### src/hdl/rsm_pkg.sv
/*
  shared constants and types of the resilient secure-messaging block.
  assumes one card clock; the frame layer and crypto engine sit outside.
*/
package rsm_pkg;

  localparam int BLK_BYTES = 16;
  localparam int CAP_BYTES = 6;
  localparam int TAG_BYTES = 4;
  localparam int CTR_W = 32;
  localparam int CMD_CTR_W = 16;
  localparam int KEY_W = 4;

  localparam logic [CTR_W-1:0] CTR_RESET = 32'h0000_0000;
  localparam logic [CTR_W-1:0] CTR_STEP = 32'h0000_0001;
  localparam logic [CMD_CTR_W-1:0] CMD_CTR_RESET = 16'h0000;
  localparam logic [TAG_BYTES*8-1:0] TAG_RESET = 32'h0000_0000;
  localparam logic [7:0] PAD_MARK = 8'h80;
  localparam logic [15:0] SV_COUNTER = 16'h0001;
  localparam logic [15:0] SV_LENGTH = 16'h0080;
  localparam logic [15:0] SV_LABEL = 16'h9669;
  localparam int CAP_RESILIENT_BIT = 1;
  localparam logic [4:0] FULL_BLOCK = 5'h10;

  typedef enum logic [1:0] {
    CMD_FIRST_P1,
    CMD_FOLLOW_P1,
    CMD_PART2,
    CMD_OTHER
  } cmd_kind_e;

  typedef struct packed {
    cmd_kind_e               kind;
    logic [KEY_W-1:0]        key_no;
    logic                    key_exists;
    logic                    len_cap_ok;
    logic [2:0]              cap_len;
    logic [CAP_BYTES*8-1:0]  reader_capabilities;
    logic [127:0]            reader_challenge;
  } cmd_s;

  typedef enum logic [2:0] {
    RSP_NONE,
    RSP_CHALLENGE,
    RSP_PART2,
    RSP_REJECT,
    RSP_ABORT,
    RSP_INTEGRITY,
    RSP_PASS
  } rsp_e;

  typedef enum logic [2:0] {
    OP_ROOT,
    OP_KEYS,
    OP_VERIFY,
    OP_ENCRYPT,
    OP_MAC
  } eng_op_e;

  typedef struct packed {
    logic          valid;
    eng_op_e       op;
    logic [255:0]  data;
  } eng_req_s;

endpackage

### src/hdl/rsm_pad_unit.sv
/*
  pads the last chunk of a message to whole 16-byte blocks.
  assumes the caller holds a chunk until ready; bytes sit msb first.
*/
`timescale 1ns/1ps
module rsm_pad_unit
  import rsm_pkg::*;
(
  // clock and reset
  input  wire logic          clk,
  input  wire logic          rst,
  // chunk in
  input  wire logic          in_valid,
  input  wire logic [127:0]  in_data,
  input  wire logic [4:0]    in_count,
  input  wire logic          in_final,
  output logic               in_ready,
  // block out
  output logic               out_valid,
  output logic [127:0]       out_data
);

  logic extra;

  function automatic logic [127:0] pad_chunk(input logic [127:0] d,
                                             input logic [4:0] n);
    logic [127:0] r;
    r = '0;
    for (int i = 0; i < BLK_BYTES; i++)
    begin
      if (i < n)
        r[127-8*i -: 8] = d[127-8*i -: 8];
      else if (i == n)
        r[127-8*i -: 8] = PAD_MARK;
    end
    return r;
  endfunction

  assign in_ready = !extra;

  // an aligned final chunk still needs a whole block of padding
  always_ff @(posedge clk or posedge rst)
  begin
    if (rst)
      extra <= 1'b0;
    else if (extra)
      extra <= 1'b0;
    else if (in_valid && in_final && in_count == FULL_BLOCK)
      extra <= 1'b1;
  end

  always_ff @(posedge clk or posedge rst)
  begin
    if (rst)
    begin
      out_valid <= 1'b0;
      out_data  <= '0;
    end
    else if (extra)
    begin
      out_valid <= 1'b1;
      out_data  <= {PAD_MARK, 120'h0};
    end
    else if (in_valid)
    begin
      out_valid <= 1'b1;
      out_data  <= in_final ? pad_chunk(in_data, in_count) : in_data;
    end
    else
      out_valid <= 1'b0;
  end

endmodule

### src/hdl/rsm_card.sv
/*
  card-side login and session control of the resilient secure messaging.
  assumes a frame layer that decodes commands, a random source, and a
  crypto engine that runs the primitive on request; all on clk.
*/
`timescale 1ns/1ps
module rsm_card
  import rsm_pkg::*;
#(
  parameter logic [KEY_W-1:0] ORIGIN_KEY = 4'h0
)
(
  // clock and reset
  input  wire logic                    clk,
  input  wire logic                    rst,
  // decoded commands from the frame layer
  input  wire logic                    cmd_valid,
  input  wire cmd_s                    cmd,
  input  wire logic                    cmd_end,
  input  wire logic [CAP_BYTES*8-1:0]  card_capabilities,
  output rsp_e                         rsp,
  output logic                         rsp_valid,
  output logic [127:0]                 card_challenge,
  // random source
  input  wire logic                    rng_valid,
  input  wire logic [127:0]            rng_data,
  // crypto engine
  output eng_req_s                     eng_req,
  input  wire logic                    eng_done,
  input  wire logic                    eng_ok,
  input  wire logic [127:0]            mac_full,
  input  wire logic                    mac_full_valid,
  output logic [63:0]                  mac_short,
  // messaging blocks
  input  wire logic                    pt_valid,
  input  wire logic [127:0]            pt_data,
  input  wire logic [4:0]              pt_count,
  input  wire logic                    pt_final,
  output logic                         pt_ready,
  output logic                         blk_valid,
  output logic [127:0]                 blk_data,
  input  wire logic                    dec_blk,
  input  wire logic                    sm_fault,
  // session state
  output logic [CTR_W-1:0]             block_cipher_counter,
  output logic [CMD_CTR_W-1:0]         command_counter,
  output logic [TAG_BYTES*8-1:0]       transaction_tag,
  output logic                         authenticated
);

  if (TAG_BYTES + 2 * CAP_BYTES != BLK_BYTES)
    $error("tag and capabilities must fill one block");

  typedef enum {
    ST_IDLE,
    ST_RAND,
    ST_TAG,
    ST_WAIT_P2,
    ST_ROOT,
    ST_KEYS,
    ST_VERIFY,
    ST_ENC,
    ST_MAC
  } state_e;

  state_e                  state;
  logic                    follow;
  logic                    origin;
  logic [127:0]            reader_challenge;
  logic [CAP_BYTES*8-1:0]  reader_capabilities;
  logic [127:0]            reply_cipher;
  logic                    pad_ready;
  logic                    pad_valid;
  logic [127:0]            pad_data;
  logic                    in_login;
  logic                    blk_step;
  logic                    p1_ok;

  function automatic logic [255:0] session_vector(input logic [127:0] a,
                                                  input logic [127:0] b);
    return {SV_COUNTER, SV_LENGTH, a[127:112], a[111:64] ^ b[127:80],
            b[79:0], a[63:0], SV_LABEL};
  endfunction

  // bytes past the received length read as zero
  function automatic logic [CAP_BYTES*8-1:0] fit_caps(
    input logic [CAP_BYTES*8-1:0] c, input logic [2:0] n);
    logic [CAP_BYTES*8-1:0] r;
    r = '0;
    for (int i = 0; i < CAP_BYTES; i++)
    begin
      if (i < n)
        r[CAP_BYTES*8-1-8*i -: 8] = c[CAP_BYTES*8-1-8*i -: 8];
    end
    return r;
  endfunction

  // keep even-numbered bytes, most significant first
  function automatic logic [63:0] truncate_mac(input logic [127:0] m);
    logic [63:0] r;
    r = '0;
    for (int i = 0; i < 8; i++)
      r[63-8*i -: 8] = m[119-16*i -: 8];
    return r;
  endfunction

  assign in_login = state != ST_IDLE;
  // padded blocks and decrypted blocks advance the counter; one step only when both arrive in the same cycle
  assign blk_step = (pad_valid || dec_blk) && authenticated;

  // key must exist; follow-up needs a session or origin key
  // longer messages pass as long as the length capability checks
  always_comb
  begin
    p1_ok = cmd.key_exists && cmd.len_cap_ok;
    if (cmd.kind == CMD_FOLLOW_P1 && !authenticated
        && cmd.key_no != ORIGIN_KEY)
      p1_ok = 1'b0;
  end

  // padding stays out of the login, which ciphers whole blocks only
  // the pad path is closed while a login runs
  rsm_pad_unit u_pad (
    .clk       (clk),
    .rst       (rst),
    .in_valid  (pt_valid && pt_ready && !in_login && authenticated),
    .in_data   (pt_data),
    .in_count  (pt_count),
    .in_final  (pt_final),
    .in_ready  (pad_ready),
    .out_valid (pad_valid),
    .out_data  (pad_data)
  );

  always_ff @(posedge clk or posedge rst)
  begin
    if (rst)
    begin
      pt_ready  <= 1'b0;
      blk_valid <= 1'b0;
      blk_data  <= '0;
    end
    else
    begin
      // low after a taken aligned final: the pad block owns the next cycle
      pt_ready  <= pad_ready && !in_login && authenticated
                   && !(pt_valid && pt_ready && pt_final
                   && pt_count == FULL_BLOCK);
      blk_valid <= pad_valid;
      blk_data  <= pad_data;
    end
  end

  // login sequence
  always_ff @(posedge clk or posedge rst)
  begin
    if (rst)
    begin
      state               <= ST_IDLE;
      follow              <= 1'b0;
      origin              <= 1'b0;
      reader_challenge    <= '0;
      reader_capabilities <= '0;
      card_challenge      <= '0;
      reply_cipher        <= '0;
    end
    else
    begin
      unique case (state)
        ST_IDLE:
          // only bit 1 of the first capability byte is looked at
          if (cmd_valid && p1_ok && (cmd.kind == CMD_FOLLOW_P1
              || (cmd.kind == CMD_FIRST_P1
              && cmd.reader_capabilities[40+CAP_RESILIENT_BIT])))
          begin
            state               <= ST_RAND;
            follow              <= cmd.kind == CMD_FOLLOW_P1;
            origin              <= cmd.key_no == ORIGIN_KEY;
            reader_capabilities <= fit_caps(cmd.reader_capabilities,
                                            cmd.cap_len);
          end
        ST_RAND:
          if (rng_valid)
          begin
            card_challenge <= rng_data;
            state          <= follow ? ST_WAIT_P2 : ST_TAG;
          end
        ST_TAG:
          if (rng_valid)
            state <= ST_WAIT_P2;
        ST_WAIT_P2:
          // anything but part two with its length check passed ends the login
          if (cmd_valid)
          begin
            if (cmd.kind == CMD_PART2 && cmd.len_cap_ok)
            begin
              reader_challenge <= cmd.reader_challenge;
              state            <= ST_ROOT;
            end
            else
              state <= ST_IDLE;
          end
        ST_ROOT:
          if (eng_done)
            state <= ST_KEYS;
        ST_KEYS:
          if (eng_done)
            state <= ST_VERIFY;
        ST_VERIFY:
          // a wrong reader MAC refuses part two
          if (eng_done)
            state <= !eng_ok ? ST_IDLE : (follow ? ST_MAC : ST_ENC);
        ST_ENC:
          if (eng_done)
          begin
            reply_cipher <= mac_full;
            state        <= ST_MAC;
          end
        ST_MAC:
          if (eng_done)
            state <= ST_IDLE;
      endcase
    end
  end

  // engine requests held until done
  always_ff @(posedge clk or posedge rst)
  begin
    if (rst)
      eng_req <= '{valid: 1'b0, op: OP_ROOT, data: '0};
    else if (eng_done)
      eng_req.valid <= 1'b0;
    else
    begin
      unique case (state)
        ST_ROOT:
          // root key is the MAC of the vector under the static key
          eng_req <= '{valid: 1'b1, op: OP_ROOT,
                       data: session_vector(reader_challenge,
                                            card_challenge)};
        ST_KEYS:
          // plaintext set, then integrity and cipher updated keys
          eng_req <= '{valid: 1'b1, op: OP_KEYS, data: '0};
        ST_VERIFY:
          // reader MAC over its challenge then the card's, untruncated
          eng_req <= '{valid: 1'b1, op: OP_VERIFY,
                       data: {reader_challenge, card_challenge}};
        ST_ENC:
          // tag, card capabilities, echoed reader capabilities
          eng_req <= '{valid: 1'b1, op: OP_ENCRYPT,
                       data: {transaction_tag, card_capabilities,
                              reader_capabilities, 128'h0}};
        ST_MAC:
          // card challenge, xored with the cipher text on a first login, then reader challenge
          eng_req <= '{valid: 1'b1, op: OP_MAC,
                       data: follow
                             ? {card_challenge, reader_challenge}
                             : {card_challenge ^ reply_cipher,
                                reader_challenge}};
        default:
          eng_req.valid <= 1'b0;
      endcase
    end
  end

  // counter drives the key stream msb first, unsigned
  always_ff @(posedge clk or posedge rst)
  begin
    if (rst)
      block_cipher_counter <= CTR_RESET;
    else if (state == ST_IDLE && cmd_valid && p1_ok
             && (cmd.kind == CMD_FOLLOW_P1 || (cmd.kind == CMD_FIRST_P1
             && cmd.reader_capabilities[40+CAP_RESILIENT_BIT])))
      block_cipher_counter <= CTR_RESET;
    // a first login's part-two reply uses value zero, so its messaging starts at one
    else if (state == ST_ENC && eng_done)
      block_cipher_counter <= block_cipher_counter + CTR_STEP;
    else if (blk_step)
      block_cipher_counter <= block_cipher_counter + CTR_STEP;
  end

  // first login zeros command counter and draws a fresh tag
  always_ff @(posedge clk or posedge rst)
  begin
    if (rst)
    begin
      command_counter <= CMD_CTR_RESET;
      transaction_tag <= TAG_RESET;
    end
    else if (state == ST_TAG && rng_valid)
    begin
      command_counter <= CMD_CTR_RESET;
      transaction_tag <= rng_data[TAG_BYTES*8-1:0];
    end
    else if (cmd_end && authenticated && !in_login)
      command_counter <= command_counter + 16'h0001;
  end

  // session state; origin key never leaves the card authenticated
  // while set, both modes run with the resilient algorithms
  always_ff @(posedge clk or posedge rst)
  begin
    if (rst)
      authenticated <= 1'b0;
    else if (state == ST_MAC && eng_done)
      authenticated <= !origin;
    // integrity fault drops the session at once
    else if (sm_fault && !in_login)
      authenticated <= 1'b0;
    else if (state == ST_IDLE && cmd_valid
             && (cmd.kind == CMD_FOLLOW_P1 || cmd.kind == CMD_PART2
             || (cmd.kind == CMD_FIRST_P1
             && cmd.reader_capabilities[40+CAP_RESILIENT_BIT])))
      authenticated <= 1'b0;
    else if (state == ST_WAIT_P2 && cmd_valid)
      authenticated <= 1'b0;
  end

  // answers to the frame layer
  always_ff @(posedge clk or posedge rst)
  begin
    if (rst)
    begin
      rsp       <= RSP_NONE;
      rsp_valid <= 1'b0;
    end
    else
    begin
      rsp_valid <= 1'b1;
      if (state == ST_IDLE && cmd_valid)
      begin
        unique case (cmd.kind)
          CMD_FIRST_P1:
            rsp <= !cmd.reader_capabilities[40+CAP_RESILIENT_BIT]
                   ? RSP_PASS : (p1_ok ? RSP_NONE : RSP_REJECT);
          CMD_FOLLOW_P1:
            rsp <= p1_ok ? RSP_NONE : RSP_REJECT;
          CMD_PART2:
            rsp <= RSP_REJECT;
          CMD_OTHER:
            rsp <= RSP_PASS;
        endcase
        rsp_valid <= !(p1_ok && cmd.kind == CMD_FOLLOW_P1)
                     && !(p1_ok && cmd.kind == CMD_FIRST_P1
                     && cmd.reader_capabilities[40+CAP_RESILIENT_BIT]);
      end
      else if (state == ST_TAG && rng_valid
               || state == ST_RAND && rng_valid && follow)
        rsp <= RSP_CHALLENGE;
      else if (state == ST_WAIT_P2 && cmd_valid)
        rsp <= (cmd.kind == CMD_PART2 && cmd.len_cap_ok)
               ? RSP_NONE : RSP_ABORT;
      else if (state == ST_VERIFY && eng_done && !eng_ok)
        rsp <= RSP_REJECT;
      else if (state == ST_MAC && eng_done)
        rsp <= RSP_PART2;
      else if (sm_fault && !in_login)
        rsp <= RSP_INTEGRITY;
      else
      begin
        rsp       <= RSP_NONE;
        rsp_valid <= 1'b0;
      end
      if (state == ST_WAIT_P2 && cmd_valid && cmd.kind == CMD_PART2
          && cmd.len_cap_ok)
        rsp_valid <= 1'b0;
    end
  end

  // truncated MAC for messaging, not for login replies
  always_ff @(posedge clk or posedge rst)
  begin
    if (rst)
      mac_short <= '0;
    else if (mac_full_valid && !in_login)
      mac_short <= truncate_mac(mac_full);
  end

endmodule

### config.mk
export PLATFORM = sky130hd
export DESIGN_NAME = rsm_card
export DESIGN_NICKNAME = d
export VERILOG_FILES = /design/src/hdl/rsm_pkg.sv /design/src/hdl/rsm_pad_unit.sv /design/src/hdl/rsm_card.sv
export SDC_FILE = /design/constraint.sdc
export NUM_CORES = 2
export LEC_CHECK = 0
export ABC_AREA = 1
export BUFFER_PORTS_ARGS = -buffer_cell sky130_fd_sc_hd__buf_2
export CORE_AREA = 4 4 501 503
export CTS_CLUSTER_SIZE = 24
export DETAILED_ROUTE_END_ITERATION = 10
export DIE_AREA = 0 0 505 507
export HOLD_SLACK_MARGIN = 0.15
export PLACE_DENSITY_LB_ADDON = 0.3
export SYNTH_ARGS = -nofsm -noshare
export SYNTH_HDL_FRONTEND = slang
export SYNTH_HIERARCHICAL = 1
export SYNTH_SLANG_ARGS = --single-unit
### constraint.sdc
create_clock -name clk -period 47.7 [get_ports clk]
set_clock_uncertainty 0.1 [all_clocks]
set_input_delay 9.54 -clock clk [delete_from_list [all_inputs] [get_ports clk]]
set_output_delay 9.54 -clock clk [all_outputs]
set_load 0.01 [all_outputs]
==> flow_summary.ini <==
[setup_path]
cp.arrival_ns = 13.19
startpoint = rst
critPathLaunchType = input port
worstPathRequired_ns = 48.38
r2r_cells = 9
reg2reg_slack_ns = 43.43
crit_fanout = 77
crit_type = in2async
rr_endpoint = eng_req[217]$_DFFE_PP0P_
end_kind = asynchronous set/reset pin
endpoint = card_challenge[76]$_DFFE_PP0N_
timing.rr.start = state[1]$_DFFE_PP0P_

[clocking]
ctsResizeCount = 0
clk_path_buf_depth = 3
cts_made_buffers = 140
hold_buffers = 0
cts.sinks = 1107
post_cts_buffers = 0
htree_levels = 4
cts_tree = built
clock-root-buffer = clkbuf_16
clk_latency_ns = 0.80
path_clk_slew_ns = 0.06

[logic_synthesis]
yosys_warnings = 6
synth_nets = 6210
synth_area_per_cell_um2 = 8.68
synth_cell_types = 45
syn_area_um2 = 48300
synth_async_sr_flop_share_pct = 100
synth_edf_count = 0
synth-main-ff-cell = dfrtp_1
ys_seq_area_share_pct = 57.3
syn_inst = 5567
ys_ff_latch = 1107

[die]
die_h_um = 507
die_w_um = 505
io_pins = 1303
placementRows = 182
start_util_pct = 19.7
coreArea_um2 = 246000
die_area_um2 = 256000

[power]
irDropWorstVdd_mv = 0.0339
power_mw = 3.99
p_per_area_nw_per_um2 = 63.1
p_leak_nw = 32.0

[detailed_routing]
drtIter0Drc = 4436
antenna_left = 0
wl_mm = 314
drt_first_pass_iters = 6
wl_per_cell_um = 30.9
vias_per_cell = 4.59
drc_errors = 0
vias = 46600

[sta]
post-route-period-util_pct = 26.2
finalHoldViolations = 0
report.final.slew_viol_count = 0
finalSetupTns_ns = 0
rsz0062_at_grt = false
final-setup-viol-count = 0
worst_slew_pin_slew_ns = 1.38
final.setup.worst_slack_ns = 35.19
max_freq_mhz = 80.0
fin_crit_ns = 12.51
maxSlewHeadroom_pct = 7.95

[global_route]
overflow = 0
antenna_found_initial = 113
grtUsageTotal_pct = 23.6
grt_pass1_vias = 46600
grt_start_max_net_pins = 133
grt_pass1_wl_mm = 416

[layout]
final_util_pct = 25.7
regArea_um2 = 27700
area_delta_synth_final_pct = 30.9
fillCellCount = 27100
multi_input_area_um2 = 17800
final_layout_size_suffix_gt1_share_pct = 25.0
nets = 7414

[min_path]
hold_depth = 0
hold_path_class = reg2reg

[place]
place_ws_ns = 34.29
dp_hpwl_mm = 247
routabilityCongestion = 0.935
port-buffer-count = 1302

[flow_run]
cap_violations = 0

[outcome]
status = finished clean
-- final cells by class --
class,count,area share [%]
Tap cell,3220,6.36
Timing Repair Buffer,1374,11.2
Sequential cell,1107,43.8
Clock inverter,58,1.60
Antenna cell,55,0.217
Inverter,436,2.64
Clock buffer,191,6.15
Multi-Input combinational cell,3712,28.1
-- sequential cells by signal, summed over array words and instances (netlist names), 16 cells and up --
register              flops
blk_data                128
block_cipher_counter     32
card_challenge          128
command_counter          16
eng_req                 260
mac_short                64
reader_capabilities      48
reader_challenge        128
reply_cipher            128
transaction_tag          32
u_pad/out_data          128
-- power breakdown --
group | switching (mW) | leakage, nW | internal, mW
combinational | 0.928 | 15.6 | 0.405
clock | 0.479 | 2.35 | 0.669
sequential | 0.288 | 14.0 | 1.22
-- Yosys cell counts (2+ instances only) --
| cell type | number | area, um^2 |
|---|---|---|
| a21oi_1 | 253 | 1270 |
| a31oi_1 | 21 | 131 |
| buf_1 | 14 | 52.6 |
| buf_2 | 109 | 546 |
| buf_4 | 5 | 37.5 |
| buf_6 | 2 | 22.5 |
| clkbuf_1 | 181 | 679 |
| dfrtp_1 | 1107 | 27700 |
| ha_1 | 7 | 87.6 |
| inv_1 | 421 | 1580 |
| inv_2 | 14 | 52.6 |
| mux2_2 | 64 | 721 |
| nand2_1 | 1679 | 6300 |
| nand2_2 | 11 | 68.8 |
| nand2_4 | 3 | 33.8 |
| nand3_1 | 244 | 1220 |
| nand3b_1 | 6 | 45.0 |
| nand4_1 | 58 | 363 |
| nor2_1 | 402 | 1510 |
| nor2_2 | 6 | 37.5 |
| nor2_4 | 3 | 33.8 |
| nor3_1 | 13 | 65.1 |
| nor4_1 | 2 | 12.5 |
| o211ai_1 | 56 | 420 |
| o21ai_0 | 537 | 2690 |
| o21ai_1 | 5 | 25.0 |
| o221ai_1 | 8 | 70.1 |
| o22a_1 | 8 | 70.1 |
| o22ai_1 | 138 | 863 |
| o31ai_1 | 17 | 128 |
| or2_2 | 12 | 75.1 |
| xnor2_1 | 65 | 569 |
| xor2_1 | 84 | 736 |
-- critical path, cell delays in order --
cell	delay, ns
buf_2	0.15
inv_8	0.45
buf_4	0.79
buf_4	0.71
buf_4	0.54
buf_4	0.79
-- routing by layer --
| layer | part of all wire, % | up-vias | global-route usage (%) | routed length (um) |
|---|---|---|---|---|
| met3 | 8.4 | 550 | 6.87 | 26400 |
| met2 | 47 | 2376 | 39.2 | 149000 |
| li1 | - | 20500 | - | - |
| met5 | 0.046 | - | 0 | 145 |
| met4 | 6.0 | 24 | 12.1 | 18700 |
| met1 | 38 | 23200 | 27.6 | 120000 |
-- per-stage QoR --
stage	cell area, um^2	hold slack [ns]	std cells
global route	63200	0.263	10100
CTS	63200	0.259	10100
floorplan	48300	0.247	5567
finish	63300	0.263	10200
detailed placement	58300	0.258	9849
global placement	58300	0.257	9849
-- placed cells by master, fill, tap and decap left out, drive strengths merged, types with 28 or more instances in the layout --
cell type  netlist  final
nand2         1693   1693
buf            130   1374
dfrtp         1107   1107
o21ai          544    544
inv            435    441
nor2           412    412
a21oi          253    253
nand3          246    246
clkbuf         182    191
o22ai          138    138
xor2            84     84
xnor2           65     65
mux2            64     64
nand4           59     59
o211ai          56     56
diode            0     55
clkinv           1     28
-- worst min-delay path by stage --
stage | startpoint | to | slack [ns]
after detailed placement | u_pad/out_data[3]$_DFFE_PP0P_ | blk_data[3]$_DFF_PP0_ | 0.26
after CTS | u_pad/out_data[84]$_DFFE_PP0P_ | blk_data[84]$_DFF_PP0_ | 0.26
after global routing | u_pad/out_data[84]$_DFFE_PP0P_ | blk_data[84]$_DFF_PP0_ | 0.26
after floorplan | u_pad/out_data[127]$_DFFE_PP0P_ | blk_data[127]$_DFF_PP0_ | 0.25
after global placement | u_pad/out_data[127]$_DFFE_PP0P_ | blk_data[127]$_DFF_PP0_ | 0.26
final | u_pad/out_data[84]$_DFFE_PP0P_ | blk_data[84]$_DFF_PP0_ | 0.26
-- logic make-up after synthesis --
group | share of synthesized area (%)
AND/OR/NAND/NOR | 20.4
flip-flops | 57.3
AO/OA/AOI/OAI | 11.8
buffers and inverters | 6.16
XOR/XNOR | 2.70
multiplexers | 1.49
adder cells (fa/ha/maj) | 0.181
No activity file was read; power rests on OpenSTA's default activity.
